$ cat config.mk
export PLATFORM = sky130hd
export DESIGN_NAME = psmc_ctrl
export DESIGN_NICKNAME = d
export VERILOG_FILES = /design/src/common/psmc_pkg.sv /design/src/common/psmc_tmr_if.sv /design/src/psmc_timer.sv /design/src/psmc_ctrl.sv
export VERILOG_INCLUDE_DIRS = /design/src /design/src/common
export SDC_FILE = /design/constraint.sdc
export NUM_CORES = 1
export LEC_CHECK = 0
export BUFFER_PORTS_ARGS = -buffer_cell sky130_fd_sc_hd__buf_2
export CAP_MARGIN = 20
export CORE_MARGIN = 2
export CORE_UTILIZATION = 30
export DETAILED_ROUTE_END_ITERATION = 16
export GPL_TIMING_DRIVEN = 0
export HOLD_SLACK_MARGIN = 0.08
export PLACE_DENSITY = 0.44
export RECOVER_POWER = 100
export SLEW_MARGIN = 25
export SYNTH_ARGS = -nofsm -noshare
export SYNTH_HDL_FRONTEND = slang
export SYNTH_SLANG_ARGS = --single-unit
$ cat constraint.sdc
create_clock -name i_sys_clk -period 4.75 [get_ports i_sys_clk]
set_input_delay 0.7125 -clock i_sys_clk [delete_from_list [all_inputs] [get_ports i_sys_clk]]
set_output_delay 0.7125 -clock i_sys_clk [all_outputs]
set_load 0.005 [all_outputs]
$ cat src/common/psmc_consts.svh
// Purpose: constants for the power saving mode controller
// Assumes: 100 MHz system clock, retained time base tick from outside
// Notes:   timer values are counted in time base ticks
`ifndef PSMC_CONSTS_SVH
`define PSMC_CONSTS_SVH
`define PSMC_TMR_W        32
`define PSMC_TMR_ZERO     32'h00000000
`define PSMC_TMR_ONE      32'h00000001
`define PSMC_CLK_PERIOD_NS 10
`endif

$ cat src/common/psmc_pkg.sv
// Purpose: types for the power saving mode controller
// Assumes: constants header included
// Notes:   state enum has no codes given
`include "psmc_consts.svh"
package psmc_pkg;
   typedef enum logic [2:0] {
      PSMC_DETACHED,
      PSMC_ATTACHING,
      PSMC_UPDATING,
      PSMC_IDLE,
      PSMC_DORMANT,
      PSMC_HIBERNATE,
      PSMC_CONNECTED
   } psmc_state_type;
   typedef logic [`PSMC_TMR_W-1:0] psmc_tmr_type;
endpackage

$ cat src/common/psmc_tmr_if.sv
// Purpose: carrier between the controller and a timer
// Assumes: one clock domain
// Notes:   load restarts, expired is a one-cycle pulse
`timescale 1ns/1ps
interface psmc_tmr_if;
   import psmc_pkg::*;
   logic         load;
   logic         run;
   psmc_tmr_type value;
   logic         expired;
   modport ctrl (output load, output run, output value, input expired);
   modport tmr  (input load, input run, input value, output expired);
endinterface

$ cat src/psmc_timer.sv
// Purpose: down counter on the retained time base
// Assumes: tick is a one-cycle pulse on the system clock
// Notes:   a zero value never expires
`timescale 1ns/1ps
`include "psmc_consts.svh"
module psmc_timer
   import psmc_pkg::*;
(
   input  wire logic i_sys_clk,
   input  wire logic i_rst_n,
   input  wire logic i_ce,
   input  wire logic i_tick,
   psmc_tmr_if.tmr   tif
);
   psmc_tmr_type cnt_q;
   logic         exp_q;

   // count down on ticks, restart on load
   always_ff @(posedge i_sys_clk or negedge i_rst_n) begin
      if (!i_rst_n) begin
         cnt_q <= `PSMC_TMR_ZERO;
         exp_q <= 1'b0;
      end else if (i_ce) begin
         exp_q <= 1'b0;
         if (tif.load) begin
            cnt_q <= tif.value;
         end else if (tif.run && i_tick && cnt_q != `PSMC_TMR_ZERO) begin
            cnt_q <= cnt_q - `PSMC_TMR_ONE;
            exp_q <= (cnt_q == `PSMC_TMR_ONE);
         end
      end
   end
   assign tif.expired = exp_q;
endmodule // psmc_timer

$ cat src/psmc_ctrl.sv
// Purpose: power saving mode sequencer for a cellular modem
// Assumes: network and host events are one-cycle pulses on the system clock;
//          the wake pin is asynchronous and is synchronised here
// Notes:   timers run on the retained tick input
`timescale 1ns/1ps
`include "psmc_consts.svh"
module psmc_ctrl
   import psmc_pkg::*;
(
   input  wire logic   i_sys_clk,
   input  wire logic   i_rst_n,
   input  wire logic   i_ce,
   input  wire logic   i_tick,
   input  wire logic   i_wake_pin,
   input  wire logic   i_hib_en,
   input  wire logic   i_cfg_valid,
   input  wire logic   i_cfg_psm_en,
   input  wire psmc_tmr_type i_cfg_active,
   input  wire psmc_tmr_type i_cfg_update,
   input  wire logic   i_attach_done,
   input  wire logic   i_nw_resp,
   input  wire logic   i_nw_psm_ok,
   input  wire psmc_tmr_type i_nw_active,
   input  wire psmc_tmr_type i_nw_update,
   input  wire logic   i_nw_fail,
   input  wire logic   i_traffic,
   input  wire logic   i_tx_access,
   output logic        o_attach_req,
   output logic        o_attach_psm,
   output logic        o_update_req,
   output logic        o_nw_listen,
   output logic        o_core_pwr_en,
   output logic        o_io_supply_rail_en,
   output logic        o_sim_pwr_en,
   output psmc_state_type o_state
);
   psmc_tmr_if act_if ();
   psmc_tmr_if upd_if ();

   psmc_state_type state_q;
   logic           wake_s1_q;
   logic           wake_s2_q;
   logic           psm_en_q;
   logic           attached_q;
   logic           granted_q;
   logic           grant_ld_q;   // one cycle after a grant: reload both timers
   psmc_tmr_type   act_val_q;
   psmc_tmr_type   upd_val_q;
   psmc_tmr_type   req_act_q;
   psmc_tmr_type   req_upd_q;
   logic           att_req_q;
   logic           att_psm_q;
   logic           upd_req_q;
   logic           cfg_chg;

   // wake pin synchroniser
   always_ff @(posedge i_sys_clk or negedge i_rst_n) begin
      if (!i_rst_n) begin
         wake_s1_q <= 1'b0;
         wake_s2_q <= 1'b0;
      end else if (i_ce) begin
         wake_s1_q <= i_wake_pin;
         wake_s2_q <= wake_s1_q;
      end
   end

   // detects a new or changed psm request from the host
   assign cfg_chg = i_cfg_valid && i_cfg_psm_en &&
                    (!psm_en_q || i_cfg_active != req_act_q || i_cfg_update != req_upd_q);

   // host configuration capture
   always_ff @(posedge i_sys_clk or negedge i_rst_n) begin
      if (!i_rst_n) begin
         psm_en_q  <= 1'b0;
         req_act_q <= `PSMC_TMR_ZERO;
         req_upd_q <= `PSMC_TMR_ZERO;
      end else if (i_ce && i_cfg_valid) begin
         psm_en_q  <= i_cfg_psm_en;
         req_act_q <= i_cfg_active;
         req_upd_q <= i_cfg_update;
      end
   end

   // granted values held for the timers
   always_ff @(posedge i_sys_clk or negedge i_rst_n) begin
      if (!i_rst_n) begin
         granted_q  <= 1'b0;
         grant_ld_q <= 1'b0;
         act_val_q  <= `PSMC_TMR_ZERO;
         upd_val_q  <= `PSMC_TMR_ZERO;
      end else if (i_ce) begin
         grant_ld_q <= 1'b0;
         if (i_nw_resp && (state_q == PSMC_ATTACHING || state_q == PSMC_UPDATING)) begin
            granted_q <= i_nw_psm_ok && psm_en_q;
            if (i_nw_psm_ok) begin
               grant_ld_q <= 1'b1;
               act_val_q <= i_nw_active;
               upd_val_q <= i_nw_update;
            end
         end else if (i_cfg_valid && !i_cfg_psm_en) begin
            granted_q <= 1'b0;
         end
      end
   end

   // main sequencer
   always_ff @(posedge i_sys_clk or negedge i_rst_n) begin
      if (!i_rst_n) begin
         state_q    <= PSMC_DETACHED;
         attached_q <= 1'b0;
         att_req_q  <= 1'b0;
         att_psm_q  <= 1'b0;
         upd_req_q  <= 1'b0;
      end else if (i_ce) begin
         att_req_q <= 1'b0;
         upd_req_q <= 1'b0;
         case (state_q)
            PSMC_DETACHED: begin
               att_req_q <= 1'b1;
               att_psm_q <= psm_en_q || (i_cfg_valid && i_cfg_psm_en);
               state_q   <= PSMC_ATTACHING;
            end
            PSMC_ATTACHING: begin
               if (i_attach_done || i_nw_resp) begin
                  attached_q <= 1'b1;
                  // a bare attach completion never grants power saving
                  state_q    <= (i_nw_resp && i_nw_psm_ok && psm_en_q) ?
                                PSMC_IDLE : PSMC_CONNECTED;
               end else if (i_nw_fail) begin
                  state_q <= PSMC_DETACHED;
               end
            end
            PSMC_CONNECTED: begin
               if (cfg_chg) begin
                  upd_req_q <= 1'b1;
                  state_q   <= PSMC_UPDATING;
               end
            end
            PSMC_UPDATING: begin
               if (i_nw_resp) begin
                  state_q <= (i_nw_psm_ok && psm_en_q) ? PSMC_IDLE : PSMC_CONNECTED;
               end else if (i_nw_fail || upd_if.expired) begin
                  attached_q <= 1'b0;
                  state_q    <= PSMC_DETACHED;
               end
            end
            PSMC_IDLE: begin
               if (cfg_chg) begin
                  upd_req_q <= 1'b1;
                  state_q   <= PSMC_UPDATING;
               end else if (!granted_q) begin
                  state_q <= PSMC_CONNECTED;
               end else if (act_if.expired && !i_traffic) begin
                  state_q <= i_hib_en ? PSMC_HIBERNATE : PSMC_DORMANT;
               end else if (upd_if.expired) begin
                  upd_req_q <= 1'b1;
                  state_q   <= PSMC_UPDATING;
               end
            end
            PSMC_DORMANT: begin
               if (wake_s2_q) begin
                  state_q <= PSMC_IDLE;
               end else if (upd_if.expired) begin
                  upd_req_q <= 1'b1;
                  state_q   <= PSMC_UPDATING;
               end
            end
            // hibernate leaves on the wake level alone
            PSMC_HIBERNATE: begin
               if (wake_s2_q) begin
                  state_q <= PSMC_IDLE;
               end
            end
            default: begin
               state_q <= PSMC_DETACHED;
            end
         endcase
      end
   end

   // timer control: active timer restarts on idle entry and traffic
   assign act_if.load  = (state_q != PSMC_IDLE) || i_traffic || grant_ld_q;
   assign act_if.run   = (state_q == PSMC_IDLE);
   assign act_if.value = act_val_q;
   // update timer restarts on a transmit access, an update request or a grant
   // held loaded in hibernate, so it restarts from the wake
   assign upd_if.load  = i_tx_access || upd_req_q || !granted_q || grant_ld_q ||
                         (state_q == PSMC_HIBERNATE);
   assign upd_if.run   = granted_q;
   assign upd_if.value = upd_val_q;

   psmc_timer u_act (
      .i_sys_clk (i_sys_clk),
      .i_rst_n   (i_rst_n),
      .i_ce      (i_ce),
      .i_tick    (i_tick),
      .tif       (act_if)
   );
   psmc_timer u_upd (
      .i_sys_clk (i_sys_clk),
      .i_rst_n   (i_rst_n),
      .i_ce      (i_ce),
      .i_tick    (i_tick),
      .tif       (upd_if)
   );

   // registered power and network outputs
   always_ff @(posedge i_sys_clk or negedge i_rst_n) begin
      if (!i_rst_n) begin
         o_nw_listen         <= 1'b0;
         o_core_pwr_en       <= 1'b1;
         o_io_supply_rail_en <= 1'b1;
         o_sim_pwr_en        <= 1'b1;
         o_state             <= PSMC_DETACHED;
      end else if (i_ce) begin
         o_nw_listen <= !(state_q == PSMC_DORMANT || state_q == PSMC_HIBERNATE);
         o_core_pwr_en <= !(state_q == PSMC_DORMANT || state_q == PSMC_HIBERNATE);
         o_io_supply_rail_en <= (state_q != PSMC_HIBERNATE);
         o_sim_pwr_en <= (state_q != PSMC_HIBERNATE);
         o_state <= state_q;
      end
   end
   assign o_attach_req = att_req_q;
   assign o_attach_psm = att_psm_q;
   assign o_update_req = upd_req_q;

   // dormant exits within three cycles of a held wake level
   wake_exit_a: assert property (@(posedge i_sys_clk) disable iff (!i_rst_n)
      (i_ce && (state_q == PSMC_DORMANT) && wake_s2_q) |=> (state_q == PSMC_IDLE || !i_ce))
      else $error("wake did not leave dormant");
   // hibernate rail off one cycle after entry
   hib_rail_a: assert property (@(posedge i_sys_clk) disable iff (!i_rst_n)
      (i_ce && state_q == PSMC_HIBERNATE) ##1 i_ce |-> !o_io_supply_rail_en)
      else $error("io rail on in hibernate");
   hib_sim_a: assert property (@(posedge i_sys_clk) disable iff (!i_rst_n)
      (i_ce && state_q == PSMC_HIBERNATE) ##1 i_ce |-> !o_sim_pwr_en)
      else $error("card powered in hibernate");
   dormant_deaf_a: assert property (@(posedge i_sys_clk) disable iff (!i_rst_n)
      (i_ce && state_q == PSMC_DORMANT) ##1 i_ce |-> !o_nw_listen)
      else $error("listening while dormant");
   timer_tau_a: assert property (@(posedge i_sys_clk) disable iff (!i_rst_n)
      (i_ce && state_q == PSMC_DORMANT && !wake_s2_q && upd_if.expired) |=> o_update_req)
      else $error("no update on timer expiry");
   idle_sleep_a: assert property (@(posedge i_sys_clk) disable iff (!i_rst_n)
      (i_ce && state_q == PSMC_IDLE && granted_q && !cfg_chg && act_if.expired && !i_traffic
       && !i_hib_en) |=> state_q == PSMC_DORMANT)
      else $error("active expiry did not sleep");
   cfg_tau_a: assert property (@(posedge i_sys_clk) disable iff (!i_rst_n)
      (i_ce && state_q == PSMC_IDLE && cfg_chg) |=> (o_update_req && state_q == PSMC_UPDATING))
      else $error("config change sent no update");
   grant_load_a: assert property (@(posedge i_sys_clk) disable iff (!i_rst_n)
      (i_ce && i_nw_resp && i_nw_psm_ok && state_q == PSMC_UPDATING) |=>
      (act_val_q == $past(i_nw_active)))
      else $error("granted value not held");
   hib_hold_a: assert property (@(posedge i_sys_clk) disable iff (!i_rst_n)
      (i_ce && state_q == PSMC_HIBERNATE && !wake_s2_q) |=> state_q == PSMC_HIBERNATE)
      else $error("hibernate left without wake");
   fail_reattach_a: assert property (@(posedge i_sys_clk) disable iff (!i_rst_n)
      (i_ce && state_q == PSMC_UPDATING && !i_nw_resp && i_nw_fail) |=> state_q == PSMC_DETACHED)
      else $error("no re-attach on failure");
endmodule // psmc_ctrl

==> reports/qor.yml, run 1 <==
sta:
  worst_pin_slew_ns: 2.25
  relSlewSlack: -0.502
  setup_viol_count_final: 0
  clock.fmax_mhz: 260
  whs_ns: 0.392
  rsz0062_at_grt: "no"
  finalHoldViolCount: 0
  final_max_slew_viol_count: 82
  finalCriticalPeriod_ns: 3.84
  period_share: 0.809
  fin_skew_ns: 0.0256
clock_network:
  clock-root-buffer: "clkbuf_16"
  cts_resized: 0
  cts_max_level: 1
  clk_path_buf_depth: 3
  cts_setup_buffers: 0
  cts_tree: "yes"
  clk_latency_ns: 0.55
  cts.reportedPaths.clkPinSlew_ns: 0.06
  cts.sinks: 211
  cts_made_buffers: 26
  cts.hold.buffers_added: 0
setup_path:
  endpoint_kind: "flip-flop"
  timing.rr.start: "u_act.cnt_q[0]"
  cp-start-kind: "flip-flop"
  critPathRequiredTime_ns: 5.13
  regToRegSetupSlack_ns: 0.91
  rr_endpoint: "u_act.cnt_q[26]"
  worst_ep_arrival_time_ns: 4.23
  worstPathMaxFanout: 10
  criticalPathCategory: "flip-flop to flip-flop"
  r2r_cells: 9
synth:
  ys_ff_latch: 211
  synth_top_family_by_area: "simple AND/OR/NAND/NOR gates"
  netlist.area_leader.share: 0.492
  yosysSeqAreaShare: 0.497
  synth_adder_area_share: 0.00471
  synth_top_area_cell: "dfrtp_1"
  synthSimpleGateAreaFrac: 0.151
  synth_flop_cell: "dfrtp_1"
  syn_area_um2: 10600
  syn_inst: 1001
  ys_types: 65
  synth.area.top_cells: "dfrtp_1 (49%), mux2_2 (13%), xnor2_1 (3.1%)"
  yosys_warnings: 0
  synth-edff-count: 0
  synth-compound-area-share: 0.150
  synth-xor-area-share: 0.0313
  syn_nets: 1147
  synth_mux_area_frac: 0.134
  syn_area_per_cell_um2: 10.6
  synth-async-reset-ratio: 1.00
hold_path:
  holdCritStartpoint: "i_nw_update[9]"
  worstHoldEndpoint: "upd_if.value[9]"
  min_path_cells: 2
  hold_path_class: "input pin to flip-flop"
route:
  ant_nets: 0
  routed_wire_length_per_instance_um: 19.7
  drtIter0Drc: 550
  dr.pass1.iters: 5
  wirelength_um: 32700
  drcViolationCount: 0
  dr_total_vias: 8669
  viasPerCell: 5.21
die:
  coreArea_um2: 34700
  die_h_um: 192
  initial_utilization: 0.306
  dieArea_um2: 37000
  die_x_um: 192
  top_level_ports: 152
  core.rowCount: 68
pwr:
  peakVddDrop_mv: 0.342
  p_leak_uw: 0.00531
  finalPower_uw: 7030
  power.density_nw_per_um2: 543
flow_run:
  maxCapViolCount: 1
finish:
  syn2layout_area_growth_pct: 21.7
  fill_cells: 3542
  fin_cells: 1665
  drive_gt1_frac: 0.272
  layout.nets: 1329
  final_area_um2: 12900
place:
  port_buffers: 151
  place.gp.congestion: 0.799
  placed_area_um2: 12000
  place_inst: 1610
  dpl.hpwl_um: 23600
global_routing:
  antenna_found_initial: 11
  grt_max_degree: 84
  grt_pass1_wl_um: 51100
  track_usage: 0.179
  grt_pass1_vias: 8734
  grt_overflow: 0
status:
  violations: "capacitance limit, slew limit"
  status: "finished with violations"
-- placed cells by master (no fill, tap or decap), types with 11 or more instances in the layout --
master / n
nand3_1: 20
o31ai_1: 11
nor2b_1: 18
xnor2_1: 38
inv_1: 31
buf_2: 141
or3_1: 24
nand4_1: 14
o22ai_1: 30
dfrtp_1: 209
clkbuf_16: 26
o211ai_1: 13
nand2b_1: 19
nand2_1: 73
nor2_1: 35
clkbuf_1: 63
mux2_2: 124
nor4_1: 38
o21ai_0: 54
nor3_1: 28
a21oi_1: 52
o311ai_0: 21
-- cell usage after synthesis (all sizes together) (20+ instances only) --
library cell / n
o21ai: 54
inv: 31
dfrtp: 209
o22ai: 30
nor2: 35
nand3: 20
o311ai: 22
nor4: 39
or3: 24
nand2: 73
mux2: 125
nor3: 29
a21oi: 52
clkbuf: 46
xnor2: 38
-- cells by family after synthesis --
group | count (synthesis)
xor+xnor | 38
buf+inv | 85
flops | 211
simple gates | 302
mux | 127
compound gates | 234
fa+ha+maj | 4
-- power by group --
group / internal [uW] / switching [uW]
Clock: 1350 / 830
Sequential: 2460 / 555
Combinational: 889 / 950
-- critical path, cell delays in order, from the launching register on --
cell and delay (ns):
dfrtp_1 0.43, inv_1 0.13, ha_1 0.28, or4b_1 0.45, clkbuf_1 0.20, or4_1 0.66
o31a_2 0.39, o21ai_0 0.49, clkbuf_1 0.49, o21ai_0 0.18
-- sequential cells by signal, indices dropped and copies added, names as in the netlist, 3 cells and up --
name / flops
u_upd.cnt_q: 32
o_state: 3
req_act_q: 32
act_if.value: 32
upd_if.value: 32
req_upd_q: 32
u_act.cnt_q: 32
state_q: 3
-- metal layers --
layer	vias to the layer above	share of wire	global-route usage
met5	-	0.0020	0
met3	56	0.057	0.0449
met4	10	0.022	0.0443
li1	4115	-	-
met1	4289	0.45	0.238
met2	199	0.47	0.291
-- worst max-delay path by stage --
| stage | startpoint | cells after the start | slack [ns] | end |
|---|---|---|---|---|
| 5_1_grt | u_act.cnt_q[0] | 9 | 0.63 | u_act.cnt_q[14] |
| 2_1_floorplan | u_act.cnt_q[0] | 8 | 2.06 | u_act.cnt_q[23] |
| 6_report | u_act.cnt_q[0] | 9 | 0.91 | u_act.cnt_q[26] |
| 4_1_cts | state_q[1] | 7 | 1.50 | act_if.value[28] |
| 3_3_place_gp | i_rst_n | 1 | -1.18 | upd_if.value[10] |
| 3_5_place_dp | i_nw_resp | 7 | 1.40 | act_if.value[24] |
-- through the flow --
step	utilization	setup TNS [ns]	worst slack, ns
2_1_floorplan	-	0	2.06
3_3_place_gp	0.344	-240.03	-1.18
3_5_place_dp	0.347	0	1.40
4_1_cts	0.374	0	1.50
5_1_grt	0.372	0	0.634
6_report	0.373	0	0.906
-- cell type report --
| cell class | count | area, um2 | area share |
|---|---|---|---|
| Sequential cell | 211 | 5280 | 0.408 |
| Multi-Input combinational cell | 705 | 4980 | 0.385 |
| Timing Repair Buffer | 154 | 808 | 0.0625 |
| Clock buffer | 33 | 717 | 0.0554 |
| Tap cell | 455 | 569 | 0.0440 |
| Clock inverter | 15 | 229 | 0.0177 |
| Buffer | 54 | 215 | 0.0166 |
| Inverter | 31 | 116 | 0.00900 |
| Antenna cell | 7 | 17.5 | 0.00135 |
No activity file was read; power rests on OpenSTA's default activity.
==> run 2: changes to the inputs <==
--- a/config.mk
+++ b/config.mk
@@ -13,7 +13,7 @@
 export DETAILED_ROUTE_END_ITERATION = 16
 export GPL_TIMING_DRIVEN = 0
 export HOLD_SLACK_MARGIN = 0.08
-export PLACE_DENSITY = 0.44
+export PLACE_DENSITY = 0.46
 export RECOVER_POWER = 100
 export SLEW_MARGIN = 25
 export SYNTH_ARGS = -nofsm -noshare
==> constraint.sdc (replaced) <==
create_clock -name i_sys_clk -period 3.35 [get_ports i_sys_clk]
set_input_delay 0.5025 -clock i_sys_clk [delete_from_list [all_inputs] [get_ports i_sys_clk]]
set_output_delay 0.5025 -clock i_sys_clk [all_outputs]
set_load 0.005 [all_outputs]
==> run 2 against run 1 <==
  * The flow still finishes with violations (capacitance limit, slew limit)
  * Total power grew 38%
  * Largest cell class unchanged
  * Critical path depth is the same
  * Critical path type unchanged
  * Register-to-register slack lost 0.74 ns
  * Combinational power grew 41%
  * Final area shrank 0.39%
  * Largest power group unchanged
==> reports/qor.yml, run 2 (synthesis results as in run 1) <==
global_routing:
  track_usage: 0.176  # was 0.179
  grt_max_degree: 85  # was 84
  grt_overflow: 0  # unchanged
  grt_pass1_wl_um: 50000  # was 51100 um
  grt_pass1_vias: 8696  # was 8734
  antenna_found_initial: 11  # unchanged
route:
  wirelength_um: 32200  # was 32700 um
  dr_total_vias: 8606  # was 8669
  dr.pass1.iters: 5  # unchanged
  ant_nets: 0  # unchanged
  drtIter0Drc: 466  # was 550
  viasPerCell: 5.18  # was 5.21
  drcViolationCount: 0  # unchanged
  routed_wire_length_per_instance_um: 19.4  # was 19.7 um
sta:
  clock.fmax_mhz: 314  # was 260 MHz
  period_share: 0.951  # was 0.809
  whs_ns: 0.173  # was 0.392 ns
  worst_pin_slew_ns: 2.44  # was 2.25 ns
  finalHoldViolCount: 0  # unchanged
  relSlewSlack: -0.629  # was -0.502
  final_max_slew_viol_count: 48  # was 82
  timing.final.ws_setup_ns: 0.166  # was 0.906 ns
  rsz0062_at_grt: "no"  # unchanged
  setup_viol_count_final: 0  # unchanged
  fin_skew_ns: 0.0250  # was 0.0256 ns
  finalCriticalPeriod_ns: 3.18  # was 3.84 ns
setup_path:
  critPathRequiredTime_ns: 3.76  # was 5.13 ns
  endpoint_kind: "flip-flop"  # unchanged
  criticalPathCategory: "flip-flop to flip-flop"  # unchanged
  worstPathMaxFanout: 10  # unchanged
  cp-start-kind: "flip-flop"  # unchanged
  worst_ep_arrival_time_ns: 3.59  # was 4.23 ns
finish:
  syn2layout_area_growth_pct: 21.2  # was 21.7%
  drive_gt1_frac: 0.271  # was 0.272
  layout_common_cells: "dfrtp_1 (209), buf_2 (144), mux2_2 (124)"  # was dfrtp_1 (209), buf_2 (141), mux2_2 (124)
  layout.nets: 1329  # unchanged
  utilization: 0.371  # was 0.373
  layout_commonest_cell: "dfrtp_1"  # unchanged
flow_run:
  maxCapViolCount: 1  # unchanged
die:
  core.rowCount: 68  # unchanged
  initial_utilization: 0.306  # unchanged
  die_h_um: 192  # unchanged
  top_level_ports: 152  # unchanged
  dieArea_um2: 37000  # unchanged
  coreArea_um2: 34700  # unchanged
  die_x_um: 192  # unchanged
clock_network:
  clock-root-buffer: "clkbuf_16"  # unchanged
  cts_made_buffers: 26  # unchanged
  cts_tree: "yes"  # unchanged
  clk_path_buf_depth: 3  # unchanged
  clk_latency_ns: 0.56  # was 0.55 ns
  cts.sinks: 211  # unchanged
  cts.reportedPaths.clkPinSlew_ns: 0.06  # about the same
  cts_max_level: 1  # unchanged
pwr:
  peakVddDrop_mv: 0.451  # was 0.342 mV
  p_leak_uw: 0.00530  # was 0.00531 uW
  power.density_nw_per_um2: 754  # was 543 nW/um2
status:
  status: "finished with violations"  # unchanged
  violations: "capacitance limit, slew limit"  # unchanged
place:
  port_buffers: 151  # unchanged
  post-place-ws_ns: 0.0709  # was 1.40 ns
  dpl.hpwl_um: 23100  # was 23600 um
  place.gp.congestion: 0.802  # was 0.799
hold_path:
  hold_path_class: "input pin to flip-flop"  # unchanged
[run 2: layout make-up]
type	count	area, um2
sequential	211	5280
tap	455	569
timing repair buffer	154	817
clock inverter	6	93.8
fill	3589	21800
antenna	4	10.0
buffer	54	221
multi-input combinational	705	5010
inverter	31	116
clock buffer	40	763
[run 2: critical path: stages, from the launching register on]
cell     delay (ns)
dfrtp_1        0.43
inv_1          0.12
ha_1           0.26
or4b_1         0.44
buf_2          0.17
or4_4          0.56
o31a_4         0.34
o21ai_1        0.33
buf_4          0.29
o22ai_1        0.11
[run 2: metrics by stage]
stage / setup TNS [ns] / instance area, um2 / power (uW) / std cells
6_report: 0 / 12900 / 9710 / 1660
3_5_place_dp: 0 / 12000 / 6920 / 1609
5_1_grt: 0 / 12900 / 10400 / 1658
3_3_place_gp: -490.30 / 12000 / 6860 / 1607
2_1_floorplan: 0 / 10600 / 5960 / 1001
4_1_cts: 0 / 12900 / 9830 / 1656
[run 2: worst paths after layout]
path,cells past startpoint,start,slack (ns),to
max reg2reg,9,u_act.cnt_q[0],0.17,u_act.cnt_q[21]
min reg2reg,1,o_nw_listen,0.48,o_nw_listen
max in group asynchronous,2,i_rst_n,0.57,act_if.value[23]
max,9,u_act.cnt_q[0],0.17,u_act.cnt_q[21]
min in group asynchronous,2,i_rst_n,1.37,u_act.cnt_q[10]
min,2,i_nw_update[7],0.17,upd_if.value[7]
[run 2: repair_timing]
item	in CTS	in global routing
hold buffers	1	0
resized for setup	0	3
hold endpoints to repair	47	0
setup buffers	0	0
endpoints found under the setup margin	0	55
[run 2: power by group]
group          leakage [uW]  internal [uW]  switching, uW  total, uW
registers           0.00255           3490            787       4270
clock network      0.000416           1710           1120       2830
logic               0.00233           1270           1330       2600
total               0.00530           6470           3240       9710
[run 2: per-layer routing]
metal	wire length, um	share of wire	track usage
met1	14600	0.45	0.234
met5	89	0.0028	0
met4	801	0.025	0.0476
met3	1900	0.059	0.0455
met2	14800	0.46	0.284
